File: config.mk
export PLATFORM = sky130hd
export DESIGN_NAME = floppy_control_command_unit
export DESIGN_NICKNAME = d
export VERILOG_FILES = /design/src/core/floppy_control_command_unit.v /design/src/core/step_seq.v
export VERILOG_INCLUDE_DIRS = /design/src /design/src/core
export SDC_FILE = /design/constraint.sdc
export NUM_CORES = 1
export LEC_CHECK = 0
export ABC_CLOCK_PERIOD_IN_PS = 4100
export BUFFER_PORTS_ARGS = -buffer_cell sky130_fd_sc_hd__buf_4
export CAP_MARGIN = 20
export CELL_PAD_IN_SITES_DETAIL_PLACEMENT = 0
export CELL_PAD_IN_SITES_GLOBAL_PLACEMENT = 1
export CORE_ASPECT_RATIO = 1.2
export CORE_UTILIZATION = 40
export CTS_CLUSTER_DIAMETER = 100
export CTS_CLUSTER_SIZE = 25
export DETAILED_ROUTE_END_ITERATION = 10
export GPL_ROUTABILITY_DRIVEN = 0
export HOLD_SLACK_MARGIN = 0.08
export PLACE_DENSITY = 0.73
export SETUP_SLACK_MARGIN = 0.2
export SYNTH_ARGS = -nofsm -noshare
export SYNTH_HDL_FRONTEND = slang
export SYNTH_SLANG_ARGS = --single-unit
File: constraint.sdc
create_clock -name clk_i -period 4.1 [get_ports clk_i]
set_input_delay 0.82 -clock clk_i [delete_from_list [all_inputs] [get_ports clk_i]]
set_output_delay 0.82 -clock clk_i [all_outputs]
set_load 0.005 [all_outputs]
File: src/core/floppy_cmd_map.vh
// constants of the floppy control command unit: register map,
// command word layout, status fields and timing.
// assumes a 100 MHz clock and inclusion by bare name.
`ifndef FLOPPY_CMD_MAP_VH
`define FLOPPY_CMD_MAP_VH

// clock and timing base
`define CLK_PERIOD_NS   10
`define TICK_NS         250000
`define TICK_W          24
`define RECAL_STEPS     7'h4f
`define STEP_UNIT_MAX   5'h10
`define HUT_ZERO_TICKS  9'h100
`define HUT_UNIT_SHIFT  4
`define HLT_ZERO_TICKS  9'h100
`define HLT_UNIT_SHIFT  1

// register byte addresses
`define A_CMD    8'h00
`define A_SPEC   8'h04
`define A_CTRL   8'h08
`define A_RES0   8'h0c
`define A_RES1   8'h10
`define A_ST1    8'h14
`define A_IDF    8'h18
`define A_PCN    8'h1c

// command word fields
`define CMD_OP    2:0
`define CMD_DRV   5:4
`define CMD_NCYL  15:8
`define CMD_SPEC  31:16

// command codes
`define OP_SPECIFY  3'h1
`define OP_SENSE_DR 3'h2
`define OP_RECAL    3'h3
`define OP_SENSE_IN 3'h4
`define OP_SEEK     3'h5
`define OP_READ_ID  3'h6

// timing register fields
`define SP_SRT   3:0
`define SP_HUT   7:4
`define SP_HLT   14:8
`define SP_ND    15
`define SPEC_RST 16'h0000

// control register fields
`define CT_PD    0
`define CT_RATE  2:1
`define CTRL_RST 3'h0

// interrupt code values
`define IC_NORMAL   2'b00
`define IC_ABNORMAL 2'b01
`define IC_INVALID  2'b10
`define IC_POLL     2'b11

// status register 1 missing mark bit
`define ST1_MA 8'h01

`endif

File: src/core/floppy_control_command_unit.v
// control command unit of a floppy controller: specify, seek,
// recalibrate, read id, sense interrupt and sense drive status.
// assumes drive inputs synchronous to clk_i and a one-cycle-strobe
// register port with read data in the cycle after the read strobe.
//
// Notes on behaviour
// - control commands move no data; few interrupt
// - read id keeps first id field read
// - no mark by second index: abnormal, missing-mark
// - recalibrate clears cylinder, steps outward while low
// - track zero high ends recalibrate with seek-end
// - still low after 79 steps: seek-end, check
// - busy in command phase and while read id runs; overlap allowed
// - seek direction from present versus new cylinder
// - steps spaced by rate; equality ends seek
// - head address bit always reads zero
// - leaving power down zeroes cylinder and status
// - interrupt on read id result, positioning end
// - sense interrupt clears one cause, reports it
// - cause coding: polling, normal, abnormal end
// - sense drive status answers at once
// - specify sets head unload time after access
// - step rate sets spacing between step pulses
// - head load time before access; rate scaled
// - only dma mode; non-dma select forced zero
`timescale 1ns/1ps
`default_nettype none
`include "floppy_cmd_map.vh"

module floppy_control_command_unit #(
    parameter        DRIVES   = 4,
    parameter [23:0] TICK_CYC = `TICK_NS / `CLK_PERIOD_NS
) (
    input  wire        clk_i,
    input  wire        reset_n_i,
    input  wire [7:0]  addr_i,
    input  wire [31:0] wdata_i,
    input  wire        wr_i,
    input  wire        rd_i,
    output reg  [31:0] rdata_o,
    input  wire        index_pulse_in_n_i,
    input  wire [3:0]  track_zero_in_n_i,
    input  wire [3:0]  write_protect_i,
    input  wire        id_valid_i,
    input  wire [7:0]  id_cyl_i,
    input  wire [7:0]  id_head_i,
    input  wire [7:0]  id_sector_i,
    input  wire [7:0]  id_size_i,
    output wire [3:0]  step_o,
    output wire [3:0]  dir_o,
    output reg         head_load_o,
    output wire        int_o,
    output wire        busy_o
);
    localparam R_IDLE   = 2'b00;
    localparam R_LOAD   = 2'b01;
    localparam R_SEARCH = 2'b10;

    ////////////////////////////////////////////////////////////////////
    // helpers

    // status register 0 byte; head bit always zero
    function [7:0] st0_byte;
        input [1:0] ic;
        input       se;
        input       ec;
        input [1:0] drv;
        begin
            st0_byte = {ic, se, ec, 1'b0, 1'b0, drv};
        end
    endfunction

    // lowest drive with a pending completion
    function [1:0] first_set;
        input [3:0] v;
        begin
            if (v[0])
                first_set = 2'd0;
            else if (v[1])
                first_set = 2'd1;
            else if (v[2])
                first_set = 2'd2;
            else
                first_set = 2'd3;
        end
    endfunction

    // a zero field selects the longest delay
    function [8:0] delay_ticks;
        input [6:0] val;
        input [8:0] zero_ticks;
        input [2:0] shift;
        begin
            if (val == 7'h00)
                delay_ticks = zero_ticks;
            else
                delay_ticks = {2'b00, val} << shift;
        end
    endfunction

    ////////////////////////////////////////////////////////////////////
    // state

    reg  [15:0] spec_r;
    reg  [2:0]  ctrl_r;
    reg         pd_prev_r;
    reg  [`TICK_W-1:0] div_r;
    reg         tick_r;
    reg  [3:0]  int_pend_r;
    reg         poll_pend_r;
    reg         rid_int_r;
    reg  [7:0]  rid_st0_r;
    reg  [7:0]  res0_r;
    reg  [7:0]  res1_r;
    reg  [7:0]  st1_r;
    reg  [31:0] idf_r;
    reg  [1:0]  rid_state_r;
    reg  [1:0]  rid_drv_r;
    reg  [1:0]  idx_cnt_r;
    reg         idx_prev_r;
    reg  [8:0]  load_r;
    reg  [8:0]  unload_r;

    wire [3:0]  seq_busy;
    wire [3:0]  seq_done;
    wire [3:0]  seq_ec;
    wire [31:0] pcn_all;

    wire        pd_exit = pd_prev_r & ~ctrl_r[`CT_PD];
    wire        cmd_wr  = wr_i && (addr_i == `A_CMD) && !ctrl_r[`CT_PD];
    wire [2:0]  op      = wdata_i[`CMD_OP];
    wire [1:0]  drv     = wdata_i[`CMD_DRV];
    wire        rid_go  = cmd_wr && (op == `OP_READ_ID) && (rid_state_r == R_IDLE);
    wire        sin_go  = cmd_wr && (op == `OP_SENSE_IN);
    wire        sdr_go  = cmd_wr && (op == `OP_SENSE_DR);
    wire        idx_fall = idx_prev_r & ~index_pulse_in_n_i;
    wire [1:0]  sel_drv = first_set(int_pend_r);
    wire [4:0]  step_gap = `STEP_UNIT_MAX - {1'b0, spec_r[`SP_SRT]};
    wire [`TICK_W-1:0] tick_lim = (TICK_CYC << ctrl_r[`CT_RATE]) - 24'h00_0001;

    // busy only while a command word is taken or read id runs
    assign busy_o = cmd_wr | (rid_state_r != R_IDLE);
    // interrupt line from pending causes
    assign int_o  = poll_pend_r | rid_int_r | (|int_pend_r);

    ////////////////////////////////////////////////////////////////////
    // rate tick divider; delays scale with data rate
    always @(posedge clk_i or negedge reset_n_i) begin
        if (!reset_n_i) begin
            div_r  <= {`TICK_W{1'b0}};
            tick_r <= 1'b0;
        end else begin
            tick_r <= (div_r >= tick_lim);
            if (div_r >= tick_lim)
                div_r <= {`TICK_W{1'b0}};
            else
                div_r <= div_r + 24'h00_0001;
        end
    end

    ////////////////////////////////////////////////////////////////////
    // one sequencer per drive, overlapped positioning
    genvar g;
    generate
        for (g = 0; g < DRIVES; g = g + 1) begin : drv_g
            step_seq u_seq (
                .clk_i              (clk_i),
                .reset_n_i          (reset_n_i),
                .tick_i             (tick_r),
                .clear_i            (pd_exit),
                .seek_i             (cmd_wr && (op == `OP_SEEK) && (drv == g)),
                .recal_i            (cmd_wr && (op == `OP_RECAL) && (drv == g)),
                .new_cylinder_i     (wdata_i[`CMD_NCYL]),
                .interval_i         (step_gap),
                .track_zero_in_n_i  (track_zero_in_n_i[g]),
                .step_o             (step_o[g]),
                .dir_o              (dir_o[g]),
                .present_cylinder_o (pcn_all[8*g+7:8*g]),
                .busy_o             (seq_busy[g]),
                .done_o             (seq_done[g]),
                .ec_o               (seq_ec[g])
            );
        end
    endgenerate

    ////////////////////////////////////////////////////////////////////
    // specify and control registers
    always @(posedge clk_i or negedge reset_n_i) begin
        if (!reset_n_i) begin
            spec_r    <= `SPEC_RST;
            ctrl_r    <= `CTRL_RST;
            pd_prev_r <= 1'b0;
        end else begin
            pd_prev_r <= ctrl_r[`CT_PD];
            if (cmd_wr && (op == `OP_SPECIFY)) begin
                spec_r          <= wdata_i[`CMD_SPEC];
                spec_r[`SP_ND]  <= 1'b0;
            end
            if (wr_i && (addr_i == `A_CTRL))
                ctrl_r <= wdata_i[2:0];
        end
    end

    ////////////////////////////////////////////////////////////////////
    // read id sequence with head load and unload timing
    always @(posedge clk_i or negedge reset_n_i) begin
        if (!reset_n_i) begin
            rid_state_r <= R_IDLE;
            rid_drv_r   <= 2'd0;
            idx_cnt_r   <= 2'd0;
            idx_prev_r  <= 1'b1;
            load_r      <= 9'h000;
            unload_r    <= 9'h000;
            head_load_o <= 1'b0;
        end else begin
            idx_prev_r <= index_pulse_in_n_i;
            // head unload delay after the access ends
            if (head_load_o && (rid_state_r == R_IDLE) && tick_r) begin
                if (unload_r <= 9'h001)
                    head_load_o <= 1'b0;
                else
                    unload_r <= unload_r - 9'h001;
            end
            case (rid_state_r)
                R_IDLE: begin
                    if (rid_go) begin
                        rid_drv_r   <= drv;
                        idx_cnt_r   <= 2'd0;
                        head_load_o <= 1'b1;
                        load_r      <= delay_ticks(spec_r[`SP_HLT],
                                           `HLT_ZERO_TICKS, `HLT_UNIT_SHIFT);
                        rid_state_r <= head_load_o ? R_SEARCH : R_LOAD;
                    end
                end
                R_LOAD: begin
                    // head settles before the search starts
                    if (tick_r) begin
                        if (load_r <= 9'h001)
                            rid_state_r <= R_SEARCH;
                        else
                            load_r <= load_r - 9'h001;
                    end
                end
                R_SEARCH: begin
                    if (idx_fall)
                        idx_cnt_r <= idx_cnt_r + 2'd1;
                    if (id_valid_i || (idx_fall && (idx_cnt_r == 2'd1))) begin
                        rid_state_r <= R_IDLE;
                        unload_r    <= delay_ticks({3'b000, spec_r[`SP_HUT]},
                                           `HUT_ZERO_TICKS, `HUT_UNIT_SHIFT);
                    end
                end
                default: rid_state_r <= R_IDLE;
            endcase
        end
    end

    ////////////////////////////////////////////////////////////////////
    // interrupt causes and result bytes
    always @(posedge clk_i or negedge reset_n_i) begin
        if (!reset_n_i) begin
            int_pend_r  <= 4'h0;
            poll_pend_r <= 1'b1;
            rid_int_r   <= 1'b0;
            rid_st0_r   <= 8'h00;
            res0_r      <= 8'h00;
            res1_r      <= 8'h00;
            st1_r       <= 8'h00;
            idf_r       <= 32'h0000_0000;
        end else if (pd_exit) begin
            // status information cleared on wake
            int_pend_r  <= 4'h0;
            poll_pend_r <= 1'b0;
            rid_int_r   <= 1'b0;
            rid_st0_r   <= 8'h00;
            res0_r      <= 8'h00;
            res1_r      <= 8'h00;
            st1_r       <= 8'h00;
        end else begin
            // sense interrupt: report one cause, clear it
            if (sin_go) begin
                if (poll_pend_r) begin
                    poll_pend_r <= 1'b0;
                    res0_r <= st0_byte(`IC_POLL, 1'b0, 1'b0, 2'd0);
                    res1_r <= 8'h00;
                end else if (rid_int_r) begin
                    rid_int_r <= 1'b0;
                    res0_r    <= rid_st0_r;
                    res1_r    <= pcn_all[8*rid_drv_r +: 8];
                end else if (|int_pend_r) begin
                    int_pend_r[sel_drv] <= 1'b0;
                    res0_r <= st0_byte(seq_ec[sel_drv] ? `IC_ABNORMAL : `IC_NORMAL,
                                       1'b1, seq_ec[sel_drv], sel_drv);
                    res1_r <= pcn_all[8*sel_drv +: 8];
                end else begin
                    res0_r <= st0_byte(`IC_INVALID, 1'b0, 1'b0, 2'd0);
                    res1_r <= 8'h00;
                end
            end
            // drive status straight to result byte 1
            if (sdr_go)
                res1_r <= {1'b0, write_protect_i[drv], 1'b1,
                           track_zero_in_n_i[drv], 2'b00, drv};
            // positioning end raises the line; set beats clear
            int_pend_r <= (int_pend_r & ~((sin_go && !poll_pend_r && !rid_int_r)
                          ? (4'h1 << sel_drv) : 4'h0)) | seq_done;
            if (rid_state_r == R_SEARCH) begin
                if (id_valid_i) begin
                    // first id field found is kept
                    idf_r     <= {id_size_i, id_sector_i, id_head_i, id_cyl_i};
                    st1_r     <= 8'h00;
                    rid_st0_r <= st0_byte(`IC_NORMAL, 1'b0, 1'b0, rid_drv_r);
                    res0_r    <= st0_byte(`IC_NORMAL, 1'b0, 1'b0, rid_drv_r);
                    rid_int_r <= 1'b1;
                end else if (idx_fall && (idx_cnt_r == 2'd1)) begin
                    st1_r     <= `ST1_MA;
                    rid_st0_r <= st0_byte(`IC_ABNORMAL, 1'b0, 1'b0, rid_drv_r);
                    res0_r    <= st0_byte(`IC_ABNORMAL, 1'b0, 1'b0, rid_drv_r);
                    rid_int_r <= 1'b1;
                end
            end
        end
    end

    ////////////////////////////////////////////////////////////////////
    // register read port, data only in the cycle after the strobe
    always @(posedge clk_i or negedge reset_n_i) begin
        if (!reset_n_i) begin
            rdata_o <= 32'h0000_0000;
        end else if (rd_i) begin
            case (addr_i)
                `A_CMD:  rdata_o <= {24'h00_0000, seq_busy | int_pend_r,
                                     2'b00, int_o, busy_o};
                `A_SPEC: rdata_o <= {16'h0000, spec_r};
                `A_CTRL: rdata_o <= {29'h0000_0000, ctrl_r};
                `A_RES0: rdata_o <= {24'h00_0000, res0_r};
                `A_RES1: rdata_o <= {24'h00_0000, res1_r};
                `A_ST1:  rdata_o <= {24'h00_0000, st1_r};
                `A_IDF:  rdata_o <= idf_r;
                `A_PCN:  rdata_o <= pcn_all;
                default: rdata_o <= 32'h0000_0000;
            endcase
        end else begin
            rdata_o <= 32'h0000_0000;
        end
    end
endmodule
`default_nettype wire

File: src/core/step_seq.v
// one drive's head positioning sequencer: seek and recalibrate.
// assumes tick_i is a one-cycle enable and track zero is synchronous.
`timescale 1ns/1ps
`default_nettype none
`include "floppy_cmd_map.vh"

module step_seq (
    input  wire       clk_i,
    input  wire       reset_n_i,
    input  wire       tick_i,
    input  wire       clear_i,
    input  wire       seek_i,
    input  wire       recal_i,
    input  wire [7:0] new_cylinder_i,
    input  wire [4:0] interval_i,
    input  wire       track_zero_in_n_i,
    output reg        step_o,
    output reg        dir_o,
    output reg  [7:0] present_cylinder_o,
    output wire       busy_o,
    output reg        done_o,
    output reg        ec_o
);
    localparam S_IDLE  = 2'b00;
    localparam S_CHECK = 2'b01;
    localparam S_STEP  = 2'b10;
    localparam S_WAIT  = 2'b11;

    reg [1:0] state_r;
    reg       recal_r;
    reg [7:0] target_r;
    reg [6:0] count_r;
    reg [4:0] wait_r;

    assign busy_o = (state_r != S_IDLE);

    ////////////////////////////////////////////////////////////////////
    // stepping state machine
    always @(posedge clk_i or negedge reset_n_i) begin
        if (!reset_n_i) begin
            state_r            <= S_IDLE;
            recal_r            <= 1'b0;
            target_r           <= 8'h00;
            count_r            <= 7'h00;
            wait_r             <= 5'h00;
            step_o             <= 1'b0;
            dir_o              <= 1'b0;
            present_cylinder_o <= 8'h00;
            done_o             <= 1'b0;
            ec_o               <= 1'b0;
        end else begin
            done_o <= 1'b0;
            if (clear_i) begin
                // leaving power down wipes position and status
                state_r            <= S_IDLE;
                step_o             <= 1'b0;
                present_cylinder_o <= 8'h00;
                ec_o               <= 1'b0;
            end else begin
                case (state_r)
                    S_IDLE: begin
                        if (recal_i) begin
                            present_cylinder_o <= 8'h00;
                            count_r            <= 7'h00;
                            recal_r            <= 1'b1;
                            ec_o               <= 1'b0;
                            state_r            <= S_CHECK;
                        end else if (seek_i) begin
                            target_r <= new_cylinder_i;
                            recal_r  <= 1'b0;
                            ec_o     <= 1'b0;
                            state_r  <= S_CHECK;
                        end
                    end
                    S_CHECK: begin
                        if (recal_r) begin
                            dir_o <= 1'b0;
                            if (track_zero_in_n_i) begin
                                done_o  <= 1'b1;
                                state_r <= S_IDLE;
                            end else if (count_r == `RECAL_STEPS) begin
                                ec_o    <= 1'b1;
                                done_o  <= 1'b1;
                                state_r <= S_IDLE;
                            end else begin
                                step_o  <= 1'b1;
                                state_r <= S_STEP;
                            end
                        end else if (present_cylinder_o == target_r) begin
                            done_o  <= 1'b1;
                            state_r <= S_IDLE;
                        end else begin
                            // step in when below target, else out
                            dir_o   <= (present_cylinder_o < target_r);
                            step_o  <= 1'b1;
                            state_r <= S_STEP;
                        end
                    end
                    S_STEP: begin
                        // pulse stands one tick, then the spacing runs
                        if (tick_i) begin
                            step_o  <= 1'b0;
                            wait_r  <= interval_i;
                            state_r <= S_WAIT;
                            if (recal_r)
                                count_r <= count_r + 7'h01;
                            else if (dir_o)
                                present_cylinder_o <= present_cylinder_o + 8'h01;
                            else
                                present_cylinder_o <= present_cylinder_o - 8'h01;
                        end
                    end
                    S_WAIT: begin
                        // compare again after every pulse
                        if (tick_i) begin
                            if (wait_r <= 5'h01)
                                state_r <= S_CHECK;
                            else
                                wait_r <= wait_r - 5'h01;
                        end
                    end
                    default: state_r <= S_IDLE;
                endcase
            end
        end
    end
endmodule
`default_nettype wire

# After elaboration in Yosys (flattened, before gate mapping)
# Cells that the tools add are included.
[totals] reg_bits=312 latch_bits=0 ramBits=0 rom_bits=0 output_inout_bits=43 word_cells=598 mem_count=0
[op_classes] n_addsub=22 n_mul=0 div=0 order_cmp=13 n_eq_ne=117 shifts=4 muxes=251 n_bitwise=16 n_reduce_logical=114
[op_table] operator="2-to-1 mux 8 bit" count=42
[op_table] operator="case mux 32 bit (8 select lines)" count=1
[op_table] operator="2-to-1 mux 1 bit" count=98
[op_table] operator="2-to-1 mux 2 bit" count=46
[op_table] operator="2-to-1 mux 7 bit" count=12
[op_table] operator="2-to-1 mux 9 bit" count=9
[op_table] operator="AND reduction 5 bit" count=16
[op_table] operator="case mux 8 bit (2 select lines)" count=4
[op_table] operator="indexed part select 32 x 6 -> 8 bit" count=2
[op_table] operator="case mux 7 bit (2 select lines)" count=4
[op_table] operator="AND reduction 4 bit" count=14
[op_table] operator="!= test 3 x 2 -> 1 bit, second input constant" count=16
[op_table] operator="2-to-1 mux 5 bit" count=9
[op_table] operator="nonzero test 2 bit" count=21
[op_table] operator="nonzero test 3 bit" count=14
[op_table] operator="case mux 5 bit (2 select lines)" count=4
[op_table] operator="!= test 2 bit, second input constant" count=18
[op_table] operator="!= test 3 bit, second input constant" count=12
[op_table] operator="adder 8 x 1 -> 8 bit, second input constant" count=4
[op_table] operator="equality test 8 x 5 -> 1 bit, second input constant" count=4
[op_table] operator="equality test 8 bit" count=4
[op_table] operator="< comparator 8 bit" count=4
[op_table] operator="2-to-1 mux 32 bit" count=1
[op_table] operator="case mux 2 bit (4 select lines)" count=4
[op_table] operator="other kinds (51)" count=174

# Depth between registers and ports, before layout
[logic_depth] ltp_word=14 mapped_depth=15 depth_no_buf=13

# Hierarchy
# From an unflattened synthesis, not the netlist that was laid out.
[unflattened] hier_cells=1839 area_unflattened_um2=17852.1
[modules_own_cells] mod="floppy_control_command_unit" n_inst=1 cells_per_inst=845 area_each_um2=8665.8 seq_area_each_um2=3981.3
[modules_own_cells] mod="step_seq (drv_g[2].u_seq ...)" n_inst=2 cells_per_inst=258 area_each_um2=2312.2 seq_area_each_um2=875.8
[modules_own_cells] mod="step_seq (drv_g[0].u_seq)" n_inst=1 cells_per_inst=241 area_each_um2=2312.2 seq_area_each_um2=875.8
[modules_own_cells] mod="step_seq (drv_g[1].u_seq)" n_inst=1 cells_per_inst=237 area_each_um2=2249.7 seq_area_each_um2=875.8

# Least setup slack after synthesis
# OpenSTA, ideal clock, no wires.
[synth_timing] path_kind="reg-to-reg" from="reg ctrl_r[2]" to="reg div_r[10]" setup_time_ns=0.132 arrival_ns=2.726 required_time_ns=3.968 slack_ns=1.242 path_stages_with_launch=16 n_path_buf=2 synth_period_minus_slack_ns=2.858 cell_sequence="dfrtp_1 -> inv_1 -> ha_1 -> inv_1 -> nand4_1 -> nor3_1 -> xnor2_1 -> ha_1 -> nand4_1 -> nor4_1 -> a21oi_1 -> o211ai_1 -> a311o_1 -> clkbuf_1 -> clkbuf_1 -> nor2_1"
[synth_via] elab_chain_cells=4
[synth_rtl] element="start, declared" line_no="floppy_control_command_unit.v:105" source="reg [2:0] ctrl_r;"
[synth_rtl] element="start signal, assigned" line_no="floppy_control_command_unit.v:191" source="ctrl_r <= `CTRL_RST;"
[synth_rtl] element="start signal, assigned" line_no="floppy_control_command_unit.v:200" source="ctrl_r <= wdata_i[2:0];"
[synth_rtl] element="left shift 15 x 2 -> 24 bit" line_no="floppy_control_command_unit.v:139" source="wire [`TICK_W-1:0] tick_lim = (TICK_CYC << ctrl_r[`CT_RATE]) - 24'h00_0001;"
[synth_rtl] element="subtractor 24 x 1 -> 24 bit" line_no="floppy_control_command_unit.v:139"
[synth_rtl] element="greater-or-equal comparator 24 bit" line_no="floppy_control_command_unit.v:154" source="if (div_r >= tick_lim)"
[synth_rtl] element="2-to-1 mux 24 bit" line_no="floppy_control_command_unit.v:154"
[synth_rtl] element="end signal, assigned" line_no="floppy_control_command_unit.v:150" source="div_r <= {`TICK_W{1'b0}};"
[synth_rtl] element="end signal, assigned" line_no="floppy_control_command_unit.v:155" source="div_r <= {`TICK_W{1'b0}};"
[synth_rtl] element="end signal, assigned" line_no="floppy_control_command_unit.v:157" source="div_r <= div_r + 24'h00_0001;"
[synth_rtl] element="end, declared" line_no="floppy_control_command_unit.v:107" source="reg [`TICK_W-1:0] div_r;"
# No other way between the ends.
# A chain may end at the register's enable or synchronous reset.

# Final worst setup path
[layout_timing] from="reg ctrl_r[2]" to="reg div_r[12]"
# The elaborated chain is that of the path after synthesis.

==> impl_metrics.env <==
export IMPL_setup_viol=0
export IMPL_cts_resized=0
export IMPL_synth_distinct_cells=79
export IMPL_wl_per_cell_um=19.8
export IMPL_io_pins=129
export IMPL_cp_cell_sequence="inv_1, ha_1, inv_1, nand4_1, nor3_1, xnor2_1, ha_1, nand4_1, nor4_1, a21oi_1, o211ai_1, a311o_1, buf_4, nor2_1"
export IMPL_grt_usage=0.224
export IMPL_cp_arrival_ns=3.44
export IMPL_vias=14116
export IMPL_p_clk_frac=0.249
export IMPL_finalHoldViolCount=0
export IMPL_synth_common_cells="dfrtp_1 (297), nand2_1 (156), nor2_1 (145)"
export IMPL_critPathCaptureType="flip-flop"
export IMPL_first_global_vias=13923
export IMPL_syn2layout_area_growth_pct=11.8
export IMPL_synthArstFlopShare=1.00
export IMPL_route_met2_wl_um=24100
export IMPL_ant_nets=0
export IMPL_seq_power_share=0.467
export IMPL_yosysSeqAreaShare=0.427
export IMPL_synth_area_top_cells="dfrtp_1 (42%), ha_1 (8.9%), mux2_2 (5.6%), o21ai_0 (3.7%), nand2_1 (3.3%)"
export IMPL_drc_errors=10
export IMPL_grt_max_degree=119
export IMPL_combinationalPowerShare=0.284
export IMPL_synth_top_cell_area_share=0.424
export IMPL_wl_met3_um=2090
export IMPL_htree_levels=1
export IMPL_cts_setup_buffers=0
export IMPL_cts_tree="yes"
export IMPL_p_leak_uw=0.00871
export IMPL_critPathMaxStageDelay_ns=0.58
export IMPL_vias_per_cell=5.71
export IMPL_design_area_mm2=0.0196
export IMPL_crit_family="adder cells"
export IMPL_crit_path_top_delay_cell="dfrtp_1"
export IMPL_wl_um=49000
export IMPL_postPlaceCellArea_mm2=0.0191
export IMPL_rsz0062_at_grt="no"
export IMPL_core_rowCount=83
export IMPL_required_ns=4.55
export IMPL_crit_fanout=14
export IMPL_hp_class="in2async"
export IMPL_clk_path_buf_depth=3
export IMPL_fillers=4174
export IMPL_slew_headroom=0.266
export IMPL_final_max_slew_viol_count=0
export IMPL_skew_ns=0.0209
export IMPL_criticalPathCategory="reg2reg"
export IMPL_p_sw_frac=0.352
export IMPL_p_per_area_mw_per_mm2=371
export IMPL_violations="DRC"
export IMPL_nNetsFinal=2128
export IMPL_ir_drop_mv=0.293
export IMPL_initial_core_util=0.407
export IMPL_regArea_mm2=0.00748
export IMPL_synth_warnings=0
export IMPL_cts_hold_repair_buffers=0
export IMPL_synthesis_area_mm2=0.0175
export IMPL_max_freq_ghz=0.334
export IMPL_period_minus_slack_ns=2.99
export IMPL_setup_tns_ns=0
export IMPL_grt_ovfl_total=0
export IMPL_drv_cap=0
export IMPL_die_width_um=193
export IMPL_switching_power_uw=2560
export IMPL_synth_avg_cell_area_um2=9.64
export IMPL_synthCells=1816
export IMPL_numCtsBuffers=16
export IMPL_p_int_uw=4710
export IMPL_die_h_um=231
export IMPL_top_layer="met5"
export IMPL_cts_root_buf="clkbuf_16"
export IMPL_antenna_found_initial=1
export IMPL_dp_hpwl_um=36600
export IMPL_path_buf_inv=3
export IMPL_place_inst=2446
export IMPL_numClockSinks=299
export IMPL_met1_length_um=21300
export IMPL_firstDrtPassIters=11
export IMPL_drt_initial_drc_count=1089
export IMPL_ys_ff_latch=299
export IMPL_layout_drive_gt1_share=0.158
export IMPL_multi_input_area_mm2=0.00930
export IMPL_insertion_delay_ns=0.53
export IMPL_critical_path_startpoint_type="flip-flop"
export IMPL_grt_pass1_wl_um=77800
export IMPL_max_slew_worst_pin_slew_ns=1.10
export IMPL_synth_edf_count=0
export IMPL_ys_dominant_reg_cell="dfrtp_1"
export IMPL_synth_most_common_cell="dfrtp_1"
export IMPL_io_buffers=124
export IMPL_clk_pin_slew_worst_paths_ns=0.10
export IMPL_synth_top_area_cell="dfrtp_1"
export IMPL_status="finished, violations left"
export IMPL_die_area_mm2=0.0446
export IMPL_power_total_uw=7270
export IMPL_coreArea_mm2=0.0430
export IMPL_antenna_diode_count=0
export IMPL_fin_crit_sh=0.730
export IMPL_final_cells=2471
[routing by layer]
| metal | GRT usage | vias to the layer above |
|---|---|---|
| met5 | 0 | - |
| met2 | 0.380 | 310 |
| met4 | 0.0759 | 2 |
| met1 | 0.294 | 6995 |
| met3 | 0.0247 | 74 |
| li1 | - | 6735 |
[sequential cells by signal (all words and copies together) (netlist names), 8 cells and up]
register	count
res1_r	8
res0_r	8
div_r	24
spec_r	15
unload_r	9
idf_r	32
drv_g.u_seq.state_r	8
load_r	9
rdata_o	32
drv_g.u_seq.count_r	28
drv_g.u_seq.wait_r	20
drv_g.u_seq.present_cylinder_o	32
drv_g.u_seq.target_r	32
[stage by stage]
step                      hold slack, ns  utilization  setup WS, ns
final                              0.335        0.455          1.11
after global routing               0.392        0.455         0.870
after CTS                          0.388        0.455          1.07
after detailed placement           0.450        0.444         0.629
after global placement             0.443        0.444         0.690
after floorplan                    0.424            -          1.24
[worst reg2reg max path, stage by stage (launching register included)]
cell and delay (ns):
dfrtp_1 0.58, inv_1 0.14, ha_1 0.32, inv_1 0.13
nand4_1 0.11, nor3_1 0.19, xnor2_1 0.16, ha_1 0.27
nand4_1 0.08, nor4_1 0.06, a21oi_1 0.14, o211ai_1 0.09
a311o_1 0.34, buf_4 0.19, nor2_1 0.12
[placed cells by master (no fill, tap or decap), drive strengths merged, types with 10 or more instances in the layout]
master and count:
a221oi 12, buf 152, xnor2 23, and3 18
dfrtp 297, or3 18, nand2 156, inv 116
a21oi 102, a22oi 31, nor2b 26, mux4 10
xor2 25, o21a 10, nand2b 21, nor3 49
ha 124, clkbuf 20, nand3 64, o41ai 14
a222oi 11, mux2 88, nor2 149, mux2i 18
nor4 29, a31oi 17, o31ai 23, nand4 23
o21ai 133, a22o 11
[logic make-up (layout without fill, tap and decap cells)]
family,Yosys count,in the layout,synth area share
XOR/XNOR,48,48,0.0240
AND/OR/NAND/NOR,596,596,0.171
AO/OA/AOI/OAI,434,434,0.160
buffers and inverters,194,291,0.0442
adder cells (fa/ha/maj),128,128,0.0932
flip-flops,299,299,0.427
other,1,7,0.000214
multiplexers,116,116,0.0797
[power groups by stage]
stage                     clock network [uW]  registers (uW)  logic, uW
after floorplan                            0            3310       1510
after global routing                    1970            3430       2330
after CTS                               1880            3400       2050
after detailed placement                   0            3460       2040
after global placement                     0            3450       1990
final                                   1810            3390       2070
[path summary, 6_finish.rpt]
check / from / end / slack, ns / cells after the start
max in group asynchronous: reset_n_i / idx_prev_r / 2.74 / 2
setup reg to reg: ctrl_r[2] / div_r[12] / 1.11 / 14
min in group clk_i: index_pulse_in_n_i / idx_prev_r / 0.41 / 1
hold reg to reg: drv_g[0].u_seq.done_o / int_pend_r[0] / 0.48 / 2
hold / removal: reset_n_i / div_r[8] / 0.33 / 1
setup / recovery: ctrl_r[2] / div_r[12] / 1.11 / 14
[final cells by class]
class	instances	share of cell area
sequential	299	0.382
timing repair buffer	152	0.0606
clock inverter	3	0.00192
inverter	116	0.0222
tap	552	0.0353
clock buffer	20	0.0223
multi-input combinational	1329	0.475
Note: power is estimated with default switching activity, not from simulation.
